<file path="src/hdl/sbs_consts.vh">
// Constants for the slip buffer status block: register offsets, bit positions, reset values.
// Included by the top design file of the block, the checker and the bench; definitions only.
`ifndef SBS_CONSTS_VH
`define SBS_CONSTS_VH

`define SBS_ADDR_W 16
`define SBS_STATUS_ADDR 16'h0b08
`define SBS_MASK_ADDR 16'h0b09
`define SBS_CTRL_ADDR 16'h0b0a

`define SBS_TX_FULL_BIT 7
`define SBS_TX_EMPTY_BIT 6
`define SBS_TX_SLIP_BIT 5
`define SBS_CAS_LOCK_BIT 4
`define SBS_CRC_LOCK_BIT 3
`define SBS_RX_FULL_BIT 2
`define SBS_RX_EMPTY_BIT 1
`define SBS_RX_SLIP_BIT 0

`define SBS_CTRL_CAS_EN_BIT 0
`define SBS_CTRL_CRC_EN_BIT 1
`define SBS_CTRL_LOSS_LSB 2
`define SBS_CTRL_LOSS_MSB 5

`define SBS_STATUS_RESET 8'h00
`define SBS_MASK_RESET 8'h00
`define SBS_CTRL_RESET 8'h0b
`define SBS_STICKY_MASK 8'he7

`define SBS_FRAME_WORDS 32
`define SBS_BUF_ADDR_W 6

`endif

</file>
<file path="src/hdl/sbs_frame_ram.v">
// Simple dual-port storage for one elastic store; read data come out of a register.
// Assumes one clock for both ports; a read of the address being written returns old data.
`timescale 1ns/100ps
module sbs_frame_ram #(
    parameter DATA_W = 8,
    parameter ADDR_W = 6
) (
    input wire clk,
    input wire ce,
    input wire wrEn,
    input wire [ADDR_W-1:0] wrAddr,
    input wire [DATA_W-1:0] wrData,
    input wire rdEn,
    input wire [ADDR_W-1:0] rdAddr,
    output reg [DATA_W-1:0] rdData
);
    reg [DATA_W-1:0] mem [0:(1<<ADDR_W)-1];

    // No reset on the array so it maps onto block memory
    always @(posedge clk) begin
        if (ce && wrEn) begin
            mem[wrAddr] <= wrData;
        end
        if (ce && rdEn) begin
            rdData <= mem[rdAddr];
        end
    end
endmodule

</file>
<file path="src/hdl/sbs_elastic.v">
// Two-frame elastic store with controlled slips: frame deletion on overflow, replay on underflow.
// Assumes writer and reader share clk; the depth must be exactly two frames.
`timescale 1ns/100ps
module sbs_elastic #(
    parameter DATA_W = 8,
    parameter FRAME_WORDS = 32,
    parameter ADDR_W = 6
) (
    input wire clk,
    input wire rstn,
    input wire ce,
    input wire wrEn,
    input wire [DATA_W-1:0] wrData,
    input wire rdEn,
    output wire [DATA_W-1:0] rdData,
    output reg overflowEvt,
    output reg underflowEvt
);
    localparam [ADDR_W:0] DEPTH = {1'b1, {ADDR_W{1'b0}}};
    localparam [ADDR_W:0] FRAME_CNT = FRAME_WORDS[ADDR_W:0];
    localparam [ADDR_W-1:0] FRAME_OFF = FRAME_WORDS[ADDR_W-1:0];

    reg [ADDR_W-1:0] wrPtr_r;
    reg [ADDR_W-1:0] rdPtr_r;
    reg [ADDR_W:0] count_r;
    reg [ADDR_W-1:0] rdBase;
    reg [ADDR_W:0] count_nxt;
    reg ovf;
    reg unf;

    always @* begin
        rdBase = rdPtr_r;
        count_nxt = count_r;
        ovf = 1'b0;
        unf = 1'b0;
        // Full and written: drop the oldest whole frame to make room
        if (wrEn && count_r == DEPTH) begin
            rdBase = rdPtr_r + FRAME_OFF;
            count_nxt = count_r - FRAME_CNT;
            ovf = 1'b1;
        end
        // Empty and read: step back one frame so the last frame is replayed
        if (rdEn && count_r == {(ADDR_W+1){1'b0}}) begin
            rdBase = rdPtr_r - FRAME_OFF;
            count_nxt = count_nxt + FRAME_CNT;
            unf = 1'b1;
        end
        if (wrEn) begin
            count_nxt = count_nxt + 1'b1;
        end
        if (rdEn) begin
            count_nxt = count_nxt - 1'b1;
        end
    end

    always @(posedge clk or negedge rstn) begin
        if (!rstn) begin
            wrPtr_r <= {ADDR_W{1'b0}};
            rdPtr_r <= {ADDR_W{1'b0}};
            count_r <= {(ADDR_W+1){1'b0}};
            overflowEvt <= 1'b0;
            underflowEvt <= 1'b0;
        end else if (ce) begin
            if (wrEn) begin
                wrPtr_r <= wrPtr_r + 1'b1;
            end
            rdPtr_r <= rdEn ? rdBase + 1'b1 : rdBase;
            count_r <= count_nxt;
            overflowEvt <= ovf;
            underflowEvt <= unf;
        end
    end

    sbs_frame_ram #(
        .DATA_W(DATA_W),
        .ADDR_W(ADDR_W)
    ) uRam (
        .clk(clk),
        .ce(ce),
        .wrEn(wrEn),
        .wrAddr(wrPtr_r),
        .wrData(wrData),
        .rdEn(rdEn),
        .rdAddr(rdBase),
        .rdData(rdData)
    );
endmodule

</file>
<file path="src/hdl/sbs_slip_status.v">
// Summary of operation
// - Transmit store full and written: delete one frame, set bit 7.
// - Transmit store empty and read: replay one frame, set bit 6.
// - Any transmit slip sets bit 5.
// - Slip flags stay set until the status register is read, which clears them, or a one is written to them.
// - Receive store full and written: delete one frame, set bit 2.
// - Bit 4 shows current CAS multiframe lock, read only.
// - CAS lock lost after programmable count of consecutive errored alignment signals.
// - Bit 3 shows CRC multiframe lock from framer declare and loss criteria.
// - Lock bits are meaningless while CAS or CRC multiframing is disabled.
// - Receive store empty and read: replay one frame, set bit 1.
// - Any receive slip sets bit 0.
//
// Top of the slip buffer status block: two elastic stores, sticky status, mask, lock state.
// Assumes all inputs are synchronous to clk and strobes last one cycle.
//
// Chosen here: the strobed register port and the register offsets.
`timescale 1ns/100ps
`include "sbs_consts.vh"
module sbs_slip_status #(
    parameter DATA_W = 8,
    parameter FRAME_WORDS = `SBS_FRAME_WORDS,
    parameter BUF_ADDR_W = `SBS_BUF_ADDR_W
) (
    input wire clk,
    input wire rstn,
    input wire ce,
    input wire [`SBS_ADDR_W-1:0] busAddr,
    input wire [7:0] busWrData,
    input wire busWrEn,
    input wire busRdEn,
    output reg [7:0] busRdData,
    input wire txWrEn,
    input wire [DATA_W-1:0] txWrData,
    input wire txRdEn,
    output wire [DATA_W-1:0] txRdData,
    input wire rxWrEn,
    input wire [DATA_W-1:0] rxWrData,
    input wire rxRdEn,
    output wire [DATA_W-1:0] rxRdData,
    input wire casMfasGood,
    input wire casMfasBad,
    input wire crcLockDeclare,
    input wire crcLockLoss,
    output reg irq
);
    reg [7:0] status_r;
    reg [7:0] status_nxt;
    reg [7:0] mask_r;
    reg [7:0] ctrl_r;
    reg casLock_r;
    reg crcLock_r;
    reg [3:0] casErrCnt_r;
    reg [7:0] events;
    reg [7:0] readVal;
    wire txOvf;
    wire txUnf;
    wire rxOvf;
    wire rxUnf;
    wire casEnable;
    wire crcEnable;
    wire [3:0] lossCount;
    wire statusRd;
    wire statusWr;

    assign casEnable = ctrl_r[`SBS_CTRL_CAS_EN_BIT];
    assign crcEnable = ctrl_r[`SBS_CTRL_CRC_EN_BIT];
    assign lossCount = ctrl_r[`SBS_CTRL_LOSS_MSB:`SBS_CTRL_LOSS_LSB];
    assign statusRd = busRdEn && busAddr == `SBS_STATUS_ADDR;
    assign statusWr = busWrEn && busAddr == `SBS_STATUS_ADDR;

    // Transmit store; slip detection and frame delete or replay inside
    sbs_elastic #(
        .DATA_W(DATA_W),
        .FRAME_WORDS(FRAME_WORDS),
        .ADDR_W(BUF_ADDR_W)
    ) uTxStore (
        .clk(clk),
        .rstn(rstn),
        .ce(ce),
        .wrEn(txWrEn),
        .wrData(txWrData),
        .rdEn(txRdEn),
        .rdData(txRdData),
        .overflowEvt(txOvf),
        .underflowEvt(txUnf)
    );

    // Receive store
    sbs_elastic #(
        .DATA_W(DATA_W),
        .FRAME_WORDS(FRAME_WORDS),
        .ADDR_W(BUF_ADDR_W)
    ) uRxStore (
        .clk(clk),
        .rstn(rstn),
        .ce(ce),
        .wrEn(rxWrEn),
        .wrData(rxWrData),
        .rdEn(rxRdEn),
        .rdData(rxRdData),
        .overflowEvt(rxOvf),
        .underflowEvt(rxUnf)
    );

    always @* begin
        events = 8'h00;
        events[`SBS_TX_FULL_BIT] = txOvf;
        events[`SBS_TX_EMPTY_BIT] = txUnf;
        events[`SBS_TX_SLIP_BIT] = txOvf | txUnf;
        events[`SBS_RX_FULL_BIT] = rxOvf;
        events[`SBS_RX_EMPTY_BIT] = rxUnf;
        events[`SBS_RX_SLIP_BIT] = rxOvf | rxUnf;
        status_nxt = status_r;
        // Read clears every sticky bit; a write of one clears that bit too
        if (statusRd) begin
            status_nxt = 8'h00;
        end else if (statusWr) begin
            status_nxt = status_r & ~busWrData;
        end
        // Set wins over clear so an event during the read is kept
        status_nxt = (status_nxt | events) & `SBS_STICKY_MASK;
    end

    always @* begin
        readVal = 8'h00;
        if (busAddr == `SBS_STATUS_ADDR) begin
            readVal = status_r;
            readVal[`SBS_CAS_LOCK_BIT] = casLock_r;
            readVal[`SBS_CRC_LOCK_BIT] = crcLock_r;
        end else if (busAddr == `SBS_MASK_ADDR) begin
            readVal = mask_r;
        end else if (busAddr == `SBS_CTRL_ADDR) begin
            readVal = ctrl_r;
        end
    end

    always @(posedge clk or negedge rstn) begin
        if (!rstn) begin
            status_r <= `SBS_STATUS_RESET;
            mask_r <= `SBS_MASK_RESET;
            ctrl_r <= `SBS_CTRL_RESET;
            busRdData <= 8'h00;
            irq <= 1'b0;
        end else if (ce) begin
            status_r <= status_nxt;
            if (busWrEn && busAddr == `SBS_MASK_ADDR) begin
                mask_r <= busWrData & `SBS_STICKY_MASK;
            end
            if (busWrEn && busAddr == `SBS_CTRL_ADDR) begin
                ctrl_r <= busWrData;
            end
            // Read data stand only in the cycle after the strobe
            busRdData <= busRdEn ? readVal : 8'h00;
            irq <= |(status_nxt & mask_r);
        end
    end

    // CAS lock: gained on a good alignment signal, lost after lossCount errored ones in a row.
    // Held at zero while disabled, since the bit carries no meaning then.
    always @(posedge clk or negedge rstn) begin
        if (!rstn) begin
            casLock_r <= 1'b0;
            casErrCnt_r <= 4'h0;
        end else if (ce) begin
            if (!casEnable) begin
                casLock_r <= 1'b0;
                casErrCnt_r <= 4'h0;
            end else if (casMfasGood) begin
                casLock_r <= 1'b1;
                casErrCnt_r <= 4'h0;
            end else if (casMfasBad && casLock_r) begin
                if (casErrCnt_r + 4'h1 >= lossCount) begin
                    casLock_r <= 1'b0;
                    casErrCnt_r <= 4'h0;
                end else begin
                    casErrCnt_r <= casErrCnt_r + 4'h1;
                end
            end
        end
    end

    // CRC lock follows the framer's declare and loss criteria; loss wins a tie
    always @(posedge clk or negedge rstn) begin
        if (!rstn) begin
            crcLock_r <= 1'b0;
        end else if (ce) begin
            if (!crcEnable || crcLockLoss) begin
                crcLock_r <= 1'b0;
            end else if (crcLockDeclare) begin
                crcLock_r <= 1'b1;
            end
        end
    end
endmodule

</file>
<file path="config.mk">
export PLATFORM = sky130hd
export DESIGN_NAME = sbs_slip_status
export DESIGN_NICKNAME = d
export VERILOG_FILES = /design/src/hdl/sbs_frame_ram.v /design/src/hdl/sbs_elastic.v /design/src/hdl/sbs_slip_status.v
export VERILOG_INCLUDE_DIRS = /design/src /design/src/hdl
export SDC_FILE = /design/constraint.sdc
export NUM_CORES = 1
export LEC_CHECK = 0
export ABC_AREA = 1
export ABC_CLOCK_PERIOD_IN_PS = 5800
export BUFFER_PORTS_ARGS = -buffer_cell sky130_fd_sc_hd__buf_2
export CORE_UTILIZATION = 45
export DETAILED_ROUTE_END_ITERATION = 16
export MAX_ROUTING_LAYER = met4
export PLACE_DENSITY_LB_ADDON = 0.08
export SLEW_MARGIN = 20
export SYNTH_ARGS = -nofsm -noshare
export SYNTH_HDL_FRONTEND = slang
export SYNTH_SLANG_ARGS = --single-unit
</file>
<file path="constraint.sdc">
create_clock -name clk -period 5.8 [get_ports clk]
set_clock_uncertainty 0.2 [all_clocks]
set_input_delay 1.16 -clock clk [delete_from_list [all_inputs] [get_ports clk]]
set_output_delay 1.16 -clock clk [all_outputs]
set_load 0.05 [all_outputs]
</file>
==> metrics.md, run 1 <==
| Metric | Value |
|---|---|
| Drt pass-1 iters | 6 |
| Number of vias per cell | 5.90 |
| Cts hold-fix bufs | 0 |
| Routed len/inst | around 25 um |
| Fin nets | ~3700 |
| Register area share after synthesis | 0.733 |
| Synth area leader | edfxtp_1 |
| Fin cells | between 4000 and 5000 |
| Avg Synthesized Cell Area | 12.6 sq um |
| Reg2Reg Setup Slack | about 2200 ps |
| Critical Path Fanout Max | 73 |
| Crit path launch type | flip-flop |
| Die width | around 320 um |
| CP arrival | 3920 ps |
| CTS max path bufs | 3 |
| Reg clk slew, reported paths | ~60 ps |
| LEAKAGE | between 0.015 and 0.02 uW |
| Part of the power in registers | 0.399 |
| Core Region | approximately 100000 sq um |
| Post-CTS Setup Inserts | 0 |
| ANT nets after route | 0 |
| Cell Int Power | approximately 15000 uW |
| Util after Layout | 0.508 |
| Ys async rst share | 0.0689 |
| # IOs | just under 80 |
| Vias in the first global route | just under 30000 |
| Drt drc | 0 |
| Die Height | roughly 320 um |
| Setup-failing EPs final | 0 |
| Worst setup margin | ~2200 ps |
| Site Rows | 115 |
| Commonest cells post-synth | edfxtp_1 (1040), nor2_1 (717), o21ai_0 (524) |
| Relative slew slack | 0.262 |
| Total gr overflow | 0 |
| Status | completed |
| Yosys reg bits | about 1100 |
| Clk_lat worst skew | about 700 ps |
| Final hold vios | 0 |
| Critical Path Sink | uRxStore.uRam.rdData[7] |
| Largest net degree at the start of global routing | roughly 260 |
| Final setup TNS | 0 ps |
| Worst-case vdd ir drop | between 0.6 and 0.7 mV |
| Layout cell share with drive strength beyond 1 | 0.0870 |
| CTS Sinks | 1117 |
| Initial Util | 0.457 |
| Switching Share | 0.361 |
| PD cells | approximately 480 nW/um^2 |
| Root Driver | clkbuf_16 |
| RR Startpoint | uRxStore.rdPtr_r[1] |
| Max_cap viols | 0 |
| Synthesized cell area | between 40000 and 50000 sq um |
| Min cycle time layout | between 3000 and 4000 ps |
| Post-CTS sizing | 0 |
| Power, Total | approximately 24000 uW |
| Gate power share | 0.287 |
| Ranking of synthesized cells by area | edfxtp_1 (69%), nor2_1 (6.0%), o21ai_0 (5.8%) |
| Post-route clock period utilization | 0.614 |
| Placed insts | between 4000 and 5000 |
| Worst-Margin Slew | approximately 1100 ps |
| Area fraction of the dominant cell type after synthesis | 0.691 |
| Worst r2r dst | uRxStore.uRam.rdData[7] |
| Most frequent cell after synthesis | edfxtp_1 |
| Unrepaired setup endpoints after global routing | no |
| WP data required | a little over 6000 ps |
| Synth warn | 0 |
| Setup WS pre-CTS | roughly 1700 ps |
| Clock network fraction of total power | 0.314 |
| Area grow syn2layout | 11.3% |
| Port Buffers | between 70 and 80 |
| Setup crit end kind | flip-flop |
| Synth cell types | 37 |
| Final-report max-slew violation count | 0 |
| Kind of critical path | flip-flop to flip-flop |
| DR iter-0 viols | around 3000 |
| CTS tree | done |
| Cells after synthesis | roughly 3600 |
| Crit path from | uRxStore.rdPtr_r[1] |
| Worst R2R Path Depth | 8 |
| All-layer global routing usage | 0.254 |
| Syn_nets | 3659 |
| Post-Route WL | 126000 um |
| P_sw | between 8000 and 9000 uW |
| Post-DP HPWL | between 70000 and 80000 um |
| Die area | 102000 sq um |
| Number of flops mapped to enable cells by yosys | about 1000 |
| Initial antenna violation count | 2 |
| Via count | around 29000 |
| Gpl congestion | ~0.9 |
| Achievable frequency | roughly 0.28 GHz |
| Most common flop cell mapped by yosys | edfxtp_1 |
| Htree depth | 3 |
| HP Class | input port to asynchronous set/reset pin |
| Number of CTS-inserted buffers | between 100 and 150 |
| First-pass GRT wire length | 187000 um |
## cells in the final DEF (no fill, tap or decap), types with 3 or more instances in the layout
master	synthesis	final
clkinv_1	7	30
nor3_2	1	3
nand2_1	323	323
clkbuf_16	0	118
dfstp_2	3	3
o22ai_1	159	159
buf_2	47	73
dfrtp_4	0	4
clkinvlp_4	0	10
xor2_1	32	32
o221ai_1	91	91
inv_6	0	7
xnor2_1	5	5
clkbuf_1	123	17
edfxtp_1	1040	1040
nand3_1	97	97
inv_1	87	86
o21ai_1	30	30
clkinv_4	0	6
o211ai_1	39	39
nor2_1	717	715
a31oi_1	18	18
nand4_1	72	72
dfrtp_1	74	69
ha_1	15	15
nor2_2	7	9
inv_2	7	6
o21ai_0	524	524
a21oi_1	10	10
buf_4	17	37
bufinv_16	0	15
nor4_1	5	4
clkinv_2	0	20
## critical path, cell delays in order, from the launching register on
cell,delay [ps]
dfrtp_4,660
inv_2,640
buf_4,660
o21ai_0,240
o221ai_1,330
nand3_1,150
nand4_1,180
nand3_1,130
nand2_1,120
## layer usage
metal / up-vias / share of wire / GRT usage
li1: 13200 / - / -
met1: 14700 / 0.41 / 0.324
met2: 1241 / 0.50 / 0.422
met3: 252 / 0.058 / 0.0311
met4: 0 / 0.033 / 0.0844
met5: - / 0 / -
## area by class of cell
class	count	area [sq um]
flip-flops and latches	1117	33200
clock buffers	136	3030
well taps	1287	1610
diodes	1	2.50
inverters	101	389
repair buffers	112	683
multi-input cells	2156	10600
clock inverters	81	830
fillers	8597	48700
## logic make-up after synthesis
logic type / Yosys count / synth area share
simple gates: 1231 / 0.110
flops: 1117 / 0.733
compound gates: 871 / 0.111
buf+inv: 318 / 0.0328
xor+xnor: 39 / 0.00839
fa+ha+maj: 15 / 0.00415
## sequential cells by signal, indices dropped and copies added, names as in the netlist, 4 cells and up
name / cells
uRxStore.uRam.mem: 512
uTxStore.uRam.mem: 512
busRdData: 8
ctrl_r: 8
uRxStore.uRam.rdData: 8
uTxStore.uRam.rdData: 8
uRxStore.count_r: 7
uTxStore.count_r: 7
mask_r: 6
status_r: 6
uRxStore.rdPtr_r: 6
uRxStore.wrPtr_r: 6
uTxStore.rdPtr_r: 6
uTxStore.wrPtr_r: 6
casErrCnt_r: 4
## through the flow
step                hold slack, ps  cell area (sq um)
floorplan                      253              45200
global placement               261              46400
detailed placement             268              46400
CTS                            139              50300
global route                   168              50300
finish                         177              50300
## power groups by stage
stage | registers (uW) | clock network (uW) | logic (uW)
floorplan | 9610 | 0 | 4710
global placement | 9750 | 0 | 6800
detailed placement | 9760 | 0 | 6830
CTS | 9590 | 7660 | 6850
global route | 9640 | 7940 | 7480
finish | 9600 | 7550 | 6890
## how the worst min path moves through the flow
| stage | startpoint | endpoint | slack (ps) | cells after the start |
|---|---|---|---|---|
| after floorplan | ctrl_r[6] | ctrl_r[6] | 250 | 2 |
| after global placement | busRdData[6] | busRdData[6] | 260 | 2 |
| after detailed placement | busRdData[6] | busRdData[6] | 270 | 2 |
| after CTS | rstn | uRxStore.count_r[0] | 140 | 1 |
| after global routing | rstn | uRxStore.count_r[0] | 170 | 1 |
| final | rstn | uRxStore.count_r[0] | 180 | 1 |
Power figures use the tool's default switching activity.
==> run 2: changes to the inputs <==
--- a/config.mk
+++ b/config.mk
@@ -6,8 +6,8 @@
 export SDC_FILE = /design/constraint.sdc
 export NUM_CORES = 1
 export LEC_CHECK = 0
-export ABC_AREA = 1
-export ABC_CLOCK_PERIOD_IN_PS = 5800
+export ABC_AREA = 0
+export ABC_CLOCK_PERIOD_IN_PS = 3400
 export BUFFER_PORTS_ARGS = -buffer_cell sky130_fd_sc_hd__buf_2
 export CORE_UTILIZATION = 45
 export DETAILED_ROUTE_END_ITERATION = 16
==> constraint.sdc (replaced) <==
create_clock -name clk -period 3.4 [get_ports clk]
set_clock_uncertainty 0.2 [all_clocks]
set_input_delay 0.68 -clock clk [delete_from_list [all_inputs] [get_ports clk]]
set_output_delay 0.68 -clock clk [all_outputs]
set_load 0.05 [all_outputs]
==> metrics.md, run 2 <==
| Metric | Value |
|---|---|
| Status | completed |
| Area of the multi-input gates | 10400 sq um (-1.7%) |
| Reg area | 33200 sq um (unchanged) |
| CTS max path bufs | 3 (unchanged) |
| CP top delay family | compound AO/OA/AOI/OAI gates |
| Via count | 23200 (-21%) |
| CP max stage cell | dfrtp_4 |
| Die area | 99700 sq um (-2.0%) |
| Clk_lat worst skew | 690 ps (-20 ps) |
| Largest family of logic cells by synthesized area | multiplexers |
| First-pass GRT wire length | 158000 um (-15%) |
| Achievable frequency | 0.314 GHz (+12%) |
| Commonest non-fill, non-tap cell in the layout | edfxtp_1 |
| Initial Util | 0.456 (-0.000842) |
| Post-Synth Adder-Cell Area | 0.00424 (+0.0000873) |
| Crit path largest cell delay | 670 ps (about the same) |
| Largest net degree at the start of global routing | 65 (-75%) |
| WP data required | 3600 ps (-2560 ps) |
| Synth Area in Compound Gates | 0.0346 (-0.0764) |
| Post-synthesis simple-gate area fraction | 0.0472 (-0.0630) |
| Final setup TNS | 0 ps (unchanged) |
| Power, Total | 39600 uW (+65%) |
| Routed len/inst | 27.1 um (+7.3%) |
| Worst-Margin Slew | 1120 ps (+14.3 ps) |
| Post-route clock period utilization | 0.935 (+0.322) |
| Die width | 316 um (-1.0%) |
| Yosys reg bits | 1117 (unchanged) |
| Post-CTS Setup Inserts | 0 (unchanged) |
| Drt drc | 0 (unchanged) |
| Drt pass-1 iters | 8 (+2) |
| Die Height | 316 um (-1.0%) |
| Largest regs | uRxStore.uRam.mem (512), uTxStore.uRam.mem (512) |
| CP arrival | 3380 ps (-540 ps) |
| Number of flops mapped to enable cells by yosys | 1040 (unchanged) |
| Ys async rst share | 0.0689 (unchanged) |
| Most frequent cell after synthesis | edfxtp_1 |
| Post-synthesis xor/xnor area fraction | 0.0113 (+0.00289) |
| Synth area leader | edfxtp_1 |
| Htree depth | 3 (unchanged) |
| Max_cap viols | 0 (unchanged) |
| Port Buffers | 77 (unchanged) |
| LEAKAGE | 0.0169 uW (+2.4%) |
| Reg clk slew, reported paths | 60 ps (about the same) |
| Layout cell share with drive strength beyond 1 | 0.277 (+0.190) |
| Multiplexer area fraction after synthesis | 0.137 (+0.137) |
| ANT nets after route | 0 (unchanged) |
| Gpl congestion | 0.906 (+1.6%) |
| Root Driver | clkbuf_16 |
| PD cells | 772 nW/um^2 (+61%) |
| Worst-case vdd ir drop | 0.715 mV (+9.5%) |
| Most frequent cells in the layout | edfxtp_1 (1040), mux4_2 (240), buf_4 (208) |
| Area grow syn2layout | 15.8% |
| Relative slew slack | 0.253 (-0.00952) |
| Most common flop cell mapped by yosys | edfxtp_1 |
| Critical Path Fanout Max | 48 (-34%) |
| All-layer global routing usage | 0.226 (-0.0282) |
| Area fraction of the dominant cell type after synthesis | 0.705 (+0.0145) |
| Post-DP HPWL | 69600 um (-9.3%) |
| Filler cells | 7679 (-11%) |
| Worst-path cell chain | buf_12 > mux4_2 > nand3_1 > nand3_1 > o21ai_0 > o21ai_0 |
| Cells after synthesis | 2321 (-35%) |
| Synth cell types | 60 (+62%) |
| Ranking of synthesized cells by area | edfxtp_1 (71%), mux4_2 (12%), dfrtp_1 (4.2%) |
| Avg Synthesized Cell Area | 19.1 sq um (+52%) |
| DR iter-0 viols | 2164 (-28%) |
| Min cycle time layout | 3180 ps (-380 ps) |
| Total gr overflow | 0 (unchanged) |
| Synthesized cell area | 44300 sq um (-2.1%) |
| Number of CTS-inserted buffers | 115 (-0.86%) |
| Kind of critical path | flip-flop to flip-flop |
| Vias in the first global route | 23700 (-19%) |
| Final hold vios | 0 (unchanged) |
| Post-CTS sizing | 0 (unchanged) |
| Initial antenna violation count | 7 (+5) |
| CTS tree | done |
| CTS Sinks | 1117 (unchanged) |
| # IOs | 78 (unchanged) |
| Commonest cells post-synth | edfxtp_1 (1040), mux4_2 (240), nor2_1 (164) |
| Buf/Inv on CP | 1 (-1) |
| Crit path launch type | flip-flop |
| Site Rows | 114 (-0.87%) |
| Synth warn | 0 (unchanged) |
| Fin nets | 2673 (-27%) |
| Syn_nets | 2389 (-35%) |
| Core Region | 97100 sq um (-1.9%) |
| Unrepaired setup endpoints after global routing | no |
| HP Class | input port to flip-flop |
| Post-Route WL | 108000 um (-14%) |
| Setup-failing EPs final | 0 (unchanged) |
| Number of vias per cell | 5.82 (-1.4%) |
| Setup crit end kind | flip-flop |
| Register area share after synthesis | 0.749 (+0.0154) |
| Final-report max-slew violation count | 0 (unchanged) |
## run 2: cell types whose count changed after synthesis, sizes merged, moves of 82 or more
cell	before	now
nor2	724	164
o21ai	554	41
o221ai	91	9
o22ai	159	67
nand2	324	98
mux4	0	240
## run 2: stage by stage
step / util / std cells / area, sq um / worst slack, ps / hold WS, ps
floorplan: - / 2321 / 44300 / 325 / 184
global placement: 0.489 / 3760 / 47500 / 239 / 267
detailed placement: 0.489 / 3760 / 47500 / 316 / 269
CTS: 0.528 / 3980 / 51300 / 298 / 19.1
global route: 0.528 / 3982 / 51300 / 116 / 54.2
finish: 0.528 / 3982 / 51300 / 219 / 76.5
## run 2: worst paths after layout
path / cells after the start / slack (ps) / from / to
worst min register to register: 1 / 280 / busRdData[5] / busRdData[5]
worst min-delay path: 2 / 80 / busWrData[0] / mask_r[0]
worst max register to register: 6 / 220 / uRxStore.rdPtr_r[0] / uRxStore.uRam.rdData[1]
min in group asynchronous: 2 / 380 / rstn / uTxStore.count_r[2]
worst max-delay path: 6 / 220 / uRxStore.rdPtr_r[0] / uRxStore.uRam.rdData[1]
max in group asynchronous: 3 / 1810 / rstn / ctrl_r[3]
## run 2: cell families after synthesis
family / after synthesis
AND/OR/NAND/NOR: 435
multiplexers: 305
AO/OA/AOI/OAI: 235
adder cells (fa/ha/maj): 15
buffers and inverters: 157
XOR/XNOR: 57
flip-flops: 1117
## run 2: where the power goes
| part | internal [uW] | switching, uW |
|---|---|---|
| sequential | 15600 | 921 |
| combinational | 4610 | 5980 |
| clock | 7300 | 5110 |
## run 2: metal layers
layer  part of all wire  global-route usage  vias to the layer above  wire [um]
li1                   -                   -                    10000          -
met1               0.44               0.319                    12200      47900
met3              0.072              0.0460                      164       7750
met2               0.46               0.334                      787      50000
met4              0.022              0.0659                        0       2390
met5                  0                   -                        -          0
## run 2: worst register-to-register path: stages, from the launching register on
cell and delay, ps:
dfrtp_4 670, buf_12 420, mux4_2 630, nand3_1 170, nand3_1 100, o21ai_0 540
o21ai_0 170
## run 2: repair_timing
| action | CTS | global route |
|---|---|---|
| hold buffers | 4 | 0 |
| endpoints found under the setup margin | 0 | 0 |
| hold endpoints to repair | 42 | 0 |
## run 2: final cells by class
cell class,count,area share
flip-flops and latches,1117,0.647
multi-input cells,1047,0.203
clock buffers,156,0.0607
repair buffers,303,0.0445
well taps,1276,0.0311
clock inverters,60,0.0119
inverters,21,0.00154
diodes,2,0.0000976
